[src/uepr_pkg.sv]
// Package for the endpoint packet-ready interrupt block.
// Assumes a 32-bit AXI4-Lite register bus and a USB engine giving event pulses.
package uepr_pkg;
  // Register byte offsets
  localparam logic [7:0] OFF_PKT_READY = 8'h00; // Control tx ready + status view
  localparam logic [7:0] OFF_IRQ_EN = 8'h04; // Control tx enable
  localparam logic [7:0] OFF_IRQ_EN2 = 8'h08; // Endpoint 1..3 tx enables
  localparam logic [7:0] OFF_EP_STAT = 8'h0c; // Endpoint 1/2 rx ready, w1c
  localparam logic [7:0] OFF_RX_EN = 8'h10; // Endpoint 1/2 rx enables
  localparam logic [7:0] OFF_IRQ_STAT = 8'h14; // Sticky causes, read clears
  localparam logic [7:0] OFF_IRQ_MASK = 8'h18; // Mask of live causes to the interrupt pins
  localparam logic [7:0] OFF_EP_DIR = 8'h1c; // Endpoint 1/2 direction, 1 = tx
  localparam logic [7:0] OFF_RX_CNT1 = 8'h20; // Endpoint 1 rx byte count
  localparam logic [7:0] OFF_RX_CNT2 = 8'h24; // Endpoint 2 rx byte count
  // Field positions
  localparam int CTL_TX_BIT = 4; // Control tx ready in packet ready register
  localparam int EP_TX_LSB = 0; // Endpoint 1..3 tx bits 0..2
  localparam int EP_RX_LSB = 0; // Endpoint 1/2 rx bits 0..1
  // Sticky status layout: [0] ctl tx, [3:1] ep tx, [5:4] ep rx
  localparam int ST_W = 6;
  localparam logic [ST_W-1:0] MASK_RST = 6'h3f;
  localparam logic [1:0] RESP_OKAY = 2'h0;
  localparam logic [1:0] RESP_SLVERR = 2'h2;
  localparam int CNT_W = 7; // Byte count, up to 64

  // Events from the USB engine, one-cycle pulses
  typedef struct packed {
    logic ctl_data_stage; // Control read entered data stage
    logic [2:0] tx_ack; // Host acked packet on ep 1..3
    logic ctl_tx_ack; // Host acked control packet
    logic [1:0] rx_eop_ok; // EOP seen, data stored clean on ep 1/2
    logic [1:0][CNT_W-1:0] rx_count; // Length of received packet
  } uepr_usb_ev_t;

  // Commands to the USB engine, one-cycle pulses
  typedef struct packed {
    logic ctl_send; // Control packet armed
    logic [2:0] ep_send; // Endpoint packet armed
    logic [1:0] rx_free; // Rx FIFO handed back
  } uepr_usb_cmd_t;
endpackage

[src/uepr_top.sv]
// Packet-ready flags, enables and interrupt for the USB endpoints.
// Assumes the USB engine pulses events in the sys_clk_i domain.
// Assumes firmware writes registers over AXI4-Lite using byte lane 0 only.
// What this block does
// - Clear control tx ready entering data stage
// - Control tx interrupt only when enabled
// - Later packets need host ack first
// - Write one arms packet, drops interrupt
// - Short packets armed the same way
// - Rx ready set on clean EOP
// - EOP ends full and short packets
// - Rx interrupt only when enabled
// - Rx ready is write-one-to-clear
// - Clear ep tx ready when FIFO free
// - Ep tx interrupt only when enabled
// - One active-low interrupt, causes maskable
//
// Our own choices: the AXI4-Lite register port and the register addresses.
module uepr_top
  import uepr_pkg::*;
(
  // Clock and reset
  input wire logic sys_clk_i,
  input wire logic resetn_i,
  // AXI4-Lite write address
  input wire logic [7:0] s_axi_awaddr_i,
  input wire logic s_axi_awvalid_i,
  output logic s_axi_awready_o,
  // AXI4-Lite write data
  input wire logic [31:0] s_axi_wdata_i,
  input wire logic [3:0] s_axi_wstrb_i,
  input wire logic s_axi_wvalid_i,
  output logic s_axi_wready_o,
  // AXI4-Lite write response
  output logic [1:0] s_axi_bresp_o,
  output logic s_axi_bvalid_o,
  input wire logic s_axi_bready_i,
  // AXI4-Lite read address
  input wire logic [7:0] s_axi_araddr_i,
  input wire logic s_axi_arvalid_i,
  output logic s_axi_arready_o,
  // AXI4-Lite read data
  output logic [31:0] s_axi_rdata_o,
  output logic [1:0] s_axi_rresp_o,
  output logic s_axi_rvalid_o,
  input wire logic s_axi_rready_i,
  // USB engine side
  input wire uepr_pkg::uepr_usb_ev_t usb_ev_i,
  output uepr_pkg::uepr_usb_cmd_t usb_cmd_o,
  // Interrupt to the microcontroller
  output logic irq_out_n_o,
  output logic irq_o
);
  import uepr_pkg::*;

  // Body import so the package names read bare below
  // A low tx flag is the request to fill the FIFO
  // Ready flags: high means the packet is owned by hardware / data waiting
  logic ctl_tx_ready; // 1 = armed, 0 = FIFO writable
  logic [2:0] ep_tx_ready; // Same for endpoints 1..3
  logic [1:0] ep_rx_ready; // 1 = packet waiting for firmware
  logic ctl_in_data; // Control read data stage active
  logic [2:0] ep_tx_first; // Next tx is the first of a run
  logic irq_en_ctl; // Control tx enable
  logic [2:0] irq_en2; // Endpoint tx enables
  logic [1:0] rx_en; // Endpoint rx enables
  logic [1:0] ep_dir_tx; // Endpoint 1/2 used as transmitter
  logic [ST_W-1:0] irq_stat; // Sticky causes
  logic [ST_W-1:0] irq_mask; // Mask, 1 = pass
  logic [1:0][CNT_W-1:0] rx_cnt; // Received byte counts
  // Endpoint 3 has no receive path, so it is always a transmitter
  logic [2:0] ep_is_tx;

  // Bus write capture, address and data may arrive in either order
  logic aw_held;
  logic w_held;
  logic [7:0] aw_addr;
  logic [31:0] w_data;
  logic [3:0] w_strb;
  logic wr_fire;
  logic wr_lane0;
  logic [7:0] wr_byte;
  // Read path and interrupt vectors
  logic rd_fire;
  logic [31:0] next_rdata;
  logic next_rerr;
  logic [ST_W-1:0] ev_vec;
  logic [ST_W-1:0] rd_clr;
  logic [ST_W-1:0] pend;

  assign wr_fire = aw_held && w_held && !s_axi_bvalid_o;
  assign wr_lane0 = wr_fire && w_strb[0];
  assign wr_byte = w_data[7:0];
  assign rd_fire = s_axi_arvalid_i && s_axi_arready_o;
  assign ep_is_tx = {1'b1, ep_dir_tx}; // Direction per endpoint 1..3

  // Address channel capture
  // Ready is offered while nothing is held, so AW may come before W
  // Trade-off: an idle cycle follows each write before a new address is taken
  always_ff @(posedge sys_clk_i or negedge resetn_i) begin
    if (!resetn_i) begin
      aw_held <= 1'b0;
      aw_addr <= 8'h00;
      s_axi_awready_o <= 1'b0;
    end else begin
      s_axi_awready_o <= !aw_held && !s_axi_awvalid_i ? 1'b1 : !aw_held && !s_axi_awready_o;
      if (s_axi_awvalid_i && s_axi_awready_o) begin
        aw_held <= 1'b1;
        aw_addr <= s_axi_awaddr_i;
        s_axi_awready_o <= 1'b0;
      end else if (wr_fire) begin
        aw_held <= 1'b0;
      end
    end
  end

  // Data channel capture
  // Strobes are kept, but only lane 0 carries register bits
  always_ff @(posedge sys_clk_i or negedge resetn_i) begin
    if (!resetn_i) begin
      w_held <= 1'b0;
      w_data <= 32'h0;
      w_strb <= 4'h0;
      s_axi_wready_o <= 1'b0;
    end else begin
      s_axi_wready_o <= !w_held && !(s_axi_wvalid_i && s_axi_wready_o);
      if (s_axi_wvalid_i && s_axi_wready_o) begin
        w_held <= 1'b1;
        w_data <= s_axi_wdata_i;
        w_strb <= s_axi_wstrb_i;
      end else if (wr_fire) begin
        w_held <= 1'b0;
      end
    end
  end

  // Write response, one cycle after both halves are held
  // A new write cannot fire while the previous response still waits
  always_ff @(posedge sys_clk_i or negedge resetn_i) begin
    if (!resetn_i) begin
      s_axi_bvalid_o <= 1'b0;
      s_axi_bresp_o <= RESP_OKAY;
    end else if (wr_fire) begin
      s_axi_bvalid_o <= 1'b1;
      s_axi_bresp_o <= (aw_addr > OFF_RX_CNT2 || aw_addr[1:0] != 2'h0) ? RESP_SLVERR : RESP_OKAY;
    end else if (s_axi_bready_i) begin
      s_axi_bvalid_o <= 1'b0;
    end
  end

  // Read data mux
  // Decodes the live address; only its value at the handshake edge matters
  // Ep tx ready flags are shown beside the direction bits
  always_comb begin
    next_rdata = 32'h0;
    next_rerr = 1'b0;
    unique case (s_axi_araddr_i)
      OFF_PKT_READY: next_rdata[CTL_TX_BIT] = ctl_tx_ready;
      OFF_IRQ_EN: next_rdata[CTL_TX_BIT] = irq_en_ctl;
      OFF_IRQ_EN2: next_rdata[EP_TX_LSB +: 3] = irq_en2;
      OFF_EP_STAT: next_rdata[EP_RX_LSB +: 2] = ep_rx_ready;
      OFF_RX_EN: next_rdata[1:0] = rx_en;
      OFF_IRQ_STAT: next_rdata[ST_W-1:0] = irq_stat;
      OFF_IRQ_MASK: next_rdata[ST_W-1:0] = irq_mask;
      OFF_EP_DIR: next_rdata = {24'h0, 1'b0, ep_tx_ready, 2'h0, ep_dir_tx};
      OFF_RX_CNT1: next_rdata[CNT_W-1:0] = rx_cnt[0];
      OFF_RX_CNT2: next_rdata[CNT_W-1:0] = rx_cnt[1];
      default: next_rerr = 1'b1; // Unmapped answers SLVERR
    endcase
  end

  // Read channel, one read at a time
  // Arready stays low for a cycle after each response; simpler than a skid
  always_ff @(posedge sys_clk_i or negedge resetn_i) begin
    if (!resetn_i) begin
      s_axi_arready_o <= 1'b0;
      s_axi_rvalid_o <= 1'b0;
      s_axi_rdata_o <= 32'h0;
      s_axi_rresp_o <= RESP_OKAY;
    end else if (rd_fire) begin
      s_axi_arready_o <= 1'b0;
      s_axi_rvalid_o <= 1'b1;
      s_axi_rdata_o <= next_rdata;
      s_axi_rresp_o <= next_rerr ? RESP_SLVERR : RESP_OKAY;
    end else if (s_axi_rvalid_o) begin
      s_axi_arready_o <= 1'b0;
      if (s_axi_rready_i) s_axi_rvalid_o <= 1'b0;
    end else begin
      s_axi_arready_o <= 1'b1;
    end
  end

  // Enable, mask and direction registers
  // Exact offsets only, so an unaligned write changes nothing
  always_ff @(posedge sys_clk_i or negedge resetn_i) begin
    if (!resetn_i) begin
      irq_en_ctl <= 1'b0;
      irq_en2 <= 3'h0;
      rx_en <= 2'h0;
      ep_dir_tx <= 2'h0;
      irq_mask <= MASK_RST;
    end else if (wr_lane0) begin
      if (aw_addr == OFF_IRQ_EN) irq_en_ctl <= wr_byte[CTL_TX_BIT];
      if (aw_addr == OFF_IRQ_EN2) irq_en2 <= wr_byte[EP_TX_LSB +: 3];
      if (aw_addr == OFF_RX_EN) rx_en <= wr_byte[1:0];
      if (aw_addr == OFF_EP_DIR) ep_dir_tx <= wr_byte[1:0];
      if (aw_addr == OFF_IRQ_MASK) irq_mask <= wr_byte[ST_W-1:0];
    end
  end

  // Control endpoint transmit flag; firmware sets it once the packet is loaded
  // The data stage pulse wins over a same-cycle arm write
  // An ack outside the data stage leaves the flag alone
  always_ff @(posedge sys_clk_i or negedge resetn_i) begin
    if (!resetn_i) begin
      ctl_tx_ready <= 1'b1;
      ctl_in_data <= 1'b0;
    end else begin
      if (usb_ev_i.ctl_data_stage) begin
        ctl_in_data <= 1'b1;
        ctl_tx_ready <= 1'b0;
      end else if (wr_lane0 && aw_addr == OFF_PKT_READY && wr_byte[CTL_TX_BIT]) begin
        ctl_tx_ready <= 1'b1;
      end else if (usb_ev_i.ctl_tx_ack && ctl_in_data && ctl_tx_ready) begin
        ctl_tx_ready <= 1'b0;
      end
    end
  end

  // Endpoint 1..3 transmit flags; once armed, only a host ack or a spell as receiver frees the FIFO again
  // A receiver parks its flag high so it never raises a tx request
  // The first cycle as transmitter frees the FIFO without an ack
  always_ff @(posedge sys_clk_i or negedge resetn_i) begin
    if (!resetn_i) begin
      ep_tx_ready <= 3'h7;
      ep_tx_first <= 3'h7;
    end else begin
      for (int i = 0; i < 3; i++) begin
        if (!ep_is_tx[i]) begin
          ep_tx_ready[i] <= 1'b1; // Receiver: no tx request
          ep_tx_first[i] <= 1'b1;
        end else if (ep_tx_first[i]) begin
          ep_tx_ready[i] <= 1'b0;
          ep_tx_first[i] <= 1'b0;
        end else if (wr_lane0 && aw_addr == OFF_PKT_READY && wr_byte[EP_TX_LSB + i]) begin
          ep_tx_ready[i] <= 1'b1;
        end else if (usb_ev_i.tx_ack[i] && ep_tx_ready[i]) begin
          ep_tx_ready[i] <= 1'b0;
        end
      end
    end
  end

  // Receive flags and byte counts; the set wins over a same-cycle clear
  // An endpoint set as transmitter ignores receive events
  // The count stays until the next clean packet replaces it
  always_ff @(posedge sys_clk_i or negedge resetn_i) begin
    if (!resetn_i) begin
      ep_rx_ready <= 2'h0;
      rx_cnt <= '0;
    end else begin
      for (int i = 0; i < 2; i++) begin
        if (usb_ev_i.rx_eop_ok[i] && !ep_dir_tx[i]) begin
          ep_rx_ready[i] <= 1'b1;
          rx_cnt[i] <= usb_ev_i.rx_count[i];
        end else if (wr_lane0 && aw_addr == OFF_EP_STAT && wr_byte[EP_RX_LSB + i]) begin
          ep_rx_ready[i] <= 1'b0;
        end
      end
    end
  end

  // Pending enabled conditions: tx when writable, rx when waiting
  // Endpoint 1 and 2 tx causes count only while set as transmitter
  assign pend = {ep_rx_ready & rx_en, ~ep_tx_ready & irq_en2 & ep_is_tx,
                 ~ctl_tx_ready & ctl_in_data & irq_en_ctl};
  assign ev_vec = pend;
  assign rd_clr = (rd_fire && s_axi_araddr_i == OFF_IRQ_STAT) ? {ST_W{1'b1}} : '0;

  // Sticky status, cleared by reading it; a new event wins
  // Limitation: a cause still pending sets its bit again after the read
  always_ff @(posedge sys_clk_i or negedge resetn_i) begin
    if (!resetn_i) irq_stat <= '0;
    else irq_stat <= ev_vec | (irq_stat & ~rd_clr);
  end

  // Interrupt outputs and engine commands, all registered
  // The pin follows live conditions, not the sticky copy, so an arm write
  // drops it on the second edge after the write without a status read
  always_ff @(posedge sys_clk_i or negedge resetn_i) begin
    if (!resetn_i) begin
      irq_out_n_o <= 1'b1;
      irq_o <= 1'b0;
      usb_cmd_o <= '0;
    end else begin
      irq_out_n_o <= ~|(pend & irq_mask);
      irq_o <= |(pend & irq_mask);
      usb_cmd_o.ctl_send <= wr_lane0 && aw_addr == OFF_PKT_READY && wr_byte[CTL_TX_BIT];
      usb_cmd_o.ep_send <= (wr_lane0 && aw_addr == OFF_PKT_READY) ? wr_byte[2:0] : 3'h0;
      usb_cmd_o.rx_free <= (wr_lane0 && aw_addr == OFF_EP_STAT) ? wr_byte[1:0] & ep_rx_ready : 2'h0;
    end
  end
endmodule

[config.mk]
export PLATFORM = sky130hd
export DESIGN_NAME = uepr_top
export DESIGN_NICKNAME = d
export VERILOG_FILES = /design/src/uepr_pkg.sv /design/src/uepr_top.sv
export SDC_FILE = /design/constraint.sdc
export NUM_CORES = 1
export LEC_CHECK = 0
export BUFFER_PORTS_ARGS = -buffer_cell sky130_fd_sc_hd__buf_2
export CORE_MARGIN = 2
export CORE_UTILIZATION = 50
export DETAILED_ROUTE_END_ITERATION = 10
export GPL_TIMING_DRIVEN = 1
export MAX_ROUTING_LAYER = met4
export PLACE_DENSITY_LB_ADDON = 0.25
export SLEW_MARGIN = 15
export SYNTH_ARGS = -nofsm -noshare
export SYNTH_HDL_FRONTEND = slang
export SYNTH_SLANG_ARGS = --single-unit
[constraint.sdc]
create_clock -name sys_clk_i -period 4.8 [get_ports sys_clk_i]
set_input_delay 0.96 -clock sys_clk_i [delete_from_list [all_inputs] [get_ports sys_clk_i]]
set_output_delay 0.96 -clock sys_clk_i [all_outputs]
set_load 0.01 [all_outputs]
==> results of run 1 <==
## final cells by class
cell class	instances	area, µm²	area share [%]
well taps	102	127.6	2.882
inverters	9	33.78	0.7629
multi-input cells	217	1605	36.25
clock buffers	13	138.9	3.136
flip-flops and latches	83	2095	47.30
clock inverters	3	65.06	1.469
repair buffers	72	362.8	8.194
## kinds of logic (layout without fill, tap and decap cells)
family                 Yosys count  in the layout  synth area share (%)
buffers and inverters           48             97                 7.285
muxes                           53             53                 15.86
AOI/OAI and AO/OA               50             50                 8.640
other                            1             28               0.09662
and+or+nand+nor                 86             86                 14.15
DFF                             83             83                 53.97
## path summary, 6_finish.rpt
| path | startpoint | to | slack (ns) | cells past startpoint |
|---|---|---|---|---|
| worst max-delay path | s_axi_araddr_i[7] | irq_stat[4] | 2.59 | 5 |
| worst min-delay path | s_axi_rvalid_o | s_axi_arready_o | 0.46 | 1 |
| worst max register to register | aw_addr[1] | ctl_tx_ready | 2.86 | 4 |
| worst min register to register | s_axi_rvalid_o | s_axi_arready_o | 0.46 | 1 |
| max in group asynchronous | resetn_i | rx_cnt[7] | 3.36 | 1 |
| min in group asynchronous | resetn_i | usb_cmd_o[1] | 0.79 | 1 |
## flip-flops by register name, summed over array words and instances, names as in the netlist, 3 cells and up
signal / count
usb_cmd_o: 6
ep_tx_first: 3
irq_mask: 6
irq_stat: 6
ep_tx_ready: 3
s_axi_rdata_o: 7
w_data: 6
aw_addr: 8
rx_cnt: 14
irq_en2: 3
## power groups by stage
stage | clock [mW] | combinational, mW | sequential, mW
6_report | 0.528 | 0.358 | 0.987
3_5_place_dp | 0 | 0.364 | 0.999
3_3_place_gp | 0 | 0.355 | 0.991
4_1_cts | 0.541 | 0.364 | 0.986
5_1_grt | 0.572 | 0.399 | 1.01
2_1_floorplan | 0 | 0.295 | 0.946
## stage by stage
step | instances | hold WS, ns
floorplan | 348 | 0.4240
global placement | 483 | 0.4359
detailed placement | 483 | 0.4564
CTS | 499 | 0.4706
global route | 499 | 0.4993
finish | 499 | 0.4643
## layer usage
metal / global-route usage [%] / routed length, µm / share of wire [%] / vias up
met3: 3.533 / 425 / 5.6 / 15
met2: 29.04 / 3476 / 46 / 80
met5: - / 0 / 0 / -
met4: 7.090 / 112 / 1.5 / 0
li1: - / - / - / 1249
met1: 26.90 / 3549 / 47 / 1274
## synthesized netlist by cell type (all sizes together), types with 6 or more instances
cell type	n	area, µm²
inv	9	33.78
nand3	10	55.05
clkbuf	10	37.54
and4b	6	60.06
mux2i	6	60.06
dfrtp	69	1727
buf	29	211.4
a21o	6	45.04
nor2b	10	62.56
dfstp	14	367.9
nand2	19	71.32
mux2	45	510.5
o21ai	13	65.06
a21oi	8	40.04
nor2	11	43.80
==> flow_summary.toml, run 1 <==
[setup_path]
timing_worst_setup_path_type = "in2reg"
crit_family = "simple AND/OR/NAND/NOR gates"
cp-end-kind = "flip-flop"
required_ns = 5.04
cp.arrival_ns = 2.45
path_buf_inv = 1
crit_fanout = 6
cp-start-kind = "primary input"
cp_cell_sequence = "buf_2 > or4_1 > nor2_2 > nand3_1 > a22o_1"
critPathMaxStageDelay_ns = 0.62
cpMaxStageDelayCell = "or4_1"

[clock_network]
cts.sinks = 83
clk_latency_ns = 0.35
clkTransAtPathRegs_ns = 0.08
cts_buffers = 9
htreeDepth = 3
cts_resized = 0
post_cts_buffers = 0
cts_tree = "done"
cts_buffer_depth = 2
cts-root-buf = "clkbuf_8"
ctsHoldBuffers = 0

[detailed_routing]
drc = 0
drt_iter0_drc = 104
wl_per_cell_um = 15.16
firstDrtPassIters = 5
wl_mm = 7.564
antenna_left = 0
vias = 2618
routed_via_density = 5.246

[power]
power_frac_comb_pct = 19.1
clkPwrFrac_pct = 28.2
vdd_ir_drop_max_mv = 0.2916
p_per_area_nw_per_um2 = 422.8
p_int_mw = 1.313
p_leak_nw = 2.102
p_seq_share_pct = 52.7
switching_power_mw = 0.5597
switching_share_pct = 29.90
total_power_mw = 1.872

[sta]
tightest_slew_ns = 1.012
rsz0062_at_grt = "false"
setup_tns_ns = 0
setup_violations = 0
fmax_mhz = 452.9
finalHoldViolations = 0
timing.final.crit_share_pct = 46.00
layout_setup_ws_ns = 2.592
finClkSkew_ns = 0.01273
relSlewSlack_pct = 32.51
drv_slew = 0
min_period_ns = 2.208

[synthesis]
ys_warn_count = 0
synth-seq-cells = 83
synth.distinct_cells = 52
synth-async-reset-ratio_pct = 100.0
synth_ff_type = "dfrtp_1"
mappedNetlistArea_um2 = 3881
avgSynthCellArea_um2 = 12.09
ys_seq_area_share_pct = 53.97
synth_edf_count = 0
synthCells = 321

[place]
post-place-ws_ns = 2.217
gp_congestion = 0.8481
hpwl_mm = 5.477
numPortBuffers = 72
placed_area_um2 = 4224

[final_layout]
antennaDiodeCount = 0
nets = 472
area_delta_synth_final_pct = 14.09
design_area_um2 = 4428
drive_gt1_share_pct = 39.04
final_cell_mix = "buf_2, dfrtp_1, mux2_2, conb_1, nand2_1"
final_core_util_pct = 58.21
nFillCells = 660
layout_commonest_cell = "buf_2"

[global_route]
gr-usage-all-layers_pct = 19.46
grt_start_max_net_pins = 84
grt_antenna_before_repair = 0
grt-ovfl-total = 0
grt_first_pass_wirelength_mm = 12.49
grt_pass1_vias = 2464

[die]
initial_utilization_pct = 51.02
coreArea_um2 = 7607
dieArea_um2 = 8483
row_count = 32
die-height_um = 92.11
ios = 129
die_x_um = 92.11

[hold_path]
min_path_type = "reg2reg"

[run]
maxCapViolations = 0

[run_status]
status = "completed"
(Power assumes the default switching activity.)
==> run 2: changes to the inputs <==
CORE_UTILIZATION = 46   (was 50)
clock period = 1.9 ns   (was 4.8 ns; I/O delays follow)
==> flow_summary.toml, run 2 (same netlist as run 1, synthesis figures left out) <==
[final_layout]
nFillCells = 728
antennaDiodeCount = 0
drive_gt1_share_pct = 41.36
layout_commonest_cell = "buf_2"
largest-register = "rx_cnt"
design_area_um2 = 4549
final_cell_mix = "buf_2, dfrtp_1, mux2_2, conb_1, nand2_1"
largest_register_ffs = 14
nets = 487
area_delta_synth_final_pct = 17.21
layoutNonFillerInstCount = 516
final_core_util_pct = 55.37
reg_top3 = "rx_cnt (14), aw_addr (8), s_axi_rdata_o (7)"

[setup_path]
cp_cell_sequence = "or4_4 > nor3_4 > nand3_2 > mux2_4"
crit_fanout = 4
r2r_cells = 4
timing_worst_setup_path_type = "reg2reg"
cp-end-kind = "flip-flop"
reg2reg_slack_ns = 0.1
cp-start-kind = "flip-flop"
cpMaxStageDelayCell = "or4_4"
critPathMaxStageDelay_ns = 0.58
required_ns = 2.13
r2r-end = "irq_en_ctl"
reg2reg_from = "aw_addr[1]"
cp.arrival_ns = 2.04

[sta]
setup_tns_ns = 0
holdWs_ns = 0.1539
fmax_mhz = 554.1
setup_violations = 0
timing.final.crit_share_pct = 94.98
finClkSkew_ns = 0.01361
layout_setup_ws_ns = 0.09543
finalHoldViolations = 0
drv_slew = 0
rsz0062_at_grt = "false"
min_period_ns = 1.805

[place]
placed_area_um2 = 4345
numPortBuffers = 72
post-place-ws_ns = 0.07367
dp_cells = 500
gp_congestion = 0.8055
hpwl_mm = 6.144

[hold_path]
hp-start = "usb_ev_i[20]"
min_path_type = "in2reg"
min_to = "ctl_tx_ready"
whs_path_depth = 2

[clock_network]
cts_buffers = 9
cts_buffer_depth = 2
cts-root-buf = "clkbuf_8"
cts.sinks = 83
cts_tree = "done"
post_cts_buffers = 0
htreeDepth = 3
clk_latency_ns = 0.35
clkTransAtPathRegs_ns = 0.09

[power]
p_per_area_nw_per_um2 = 1036
p_leak_nw = 2.176
vdd_ir_drop_max_mv = 0.6086
total_power_mw = 4.714

[global_route]
grt_antenna_before_repair = 0
grt_pass1_vias = 2759
grt_first_pass_wirelength_mm = 13.38
grt-ovfl-total = 0
grt_start_max_net_pins = 34
gr-usage-all-layers_pct = 20.00

[die]
ios = 129
coreArea_um2 = 8217
die-height_um = 95.86
dieArea_um2 = 9188
die_x_um = 95.86
row_count = 33
initial_utilization_pct = 47.24

[run_status]
status = "completed"

[detailed_routing]
vias = 2760
firstDrtPassIters = 5
drt_iter0_drc = 147
wl_per_cell_um = 15.85
drc = 0
wl_mm = 8.179
routed_via_density = 5.349
antenna_left = 0

[run]
maxCapViolations = 0
-- run 2: cell count changes in the layout (fill, tap and decap cells not counted), sizes merged --
cell         previous run  this run
buf                    72        86
bufinv                  2         1
clkbuf                 13        12
clkinv                  1         2
dlygate4sd3             0         1
-- run 2: per-layer routing --
metal	global-route usage [%]	up-vias	part of all wire (%)
met4	6.905	0	1.3
met5	-	-	0
li1	-	1272	-
met3	4.620	14	6.9
met2	31.00	119	48
met1	26.02	1355	44
-- run 2: how the worst max path moves through the flow --
stage	from	end	slack [ns]
after floorplan	aw_addr[1]	irq_en_ctl	0.17
after global placement	s_axi_araddr_i[7]	irq_stat[4]	0.1
after detailed placement	s_axi_araddr_i[7]	irq_stat[4]	0.07
final	aw_addr[1]	irq_en_ctl	0.1
after global routing	aw_addr[1]	irq_en_ctl	0.02
after CTS	aw_addr[1]	irq_mask[5]	0.06
-- run 2: layout make-up --
type | count | area, µm² | area share, %
clock buffer | 12 | 145.1 | 3.190
clock inverter | 3 | 40.04 | 0.8801
inverter | 9 | 33.78 | 0.7426
multi-input combinational | 217 | 1614 | 35.48
sequential | 83 | 2095 | 46.04
tap | 105 | 131.4 | 2.888
timing repair buffer | 87 | 490.5 | 10.78
-- run 2: power by group --
part	leakage (nW)	internal, mW	switching, mW
combinational	1.08	0.501	0.472
clock	0.0962	0.633	0.600
sequential	1.00	2.12	0.393
-- run 2: critical path: cells and delay by family (launching register included) --
family           cells  cell delay, ns
flip-flops           1            0.43
AND/OR/NAND/NOR      3            0.93
multiplexers         1            0.32
-- run 2: what timing repair did --
item                                    CTS  global route
resized for setup                         0             1
hold buffers                              1             0
endpoints found under the setup margin    0             7
hold endpoints to repair                 26             0
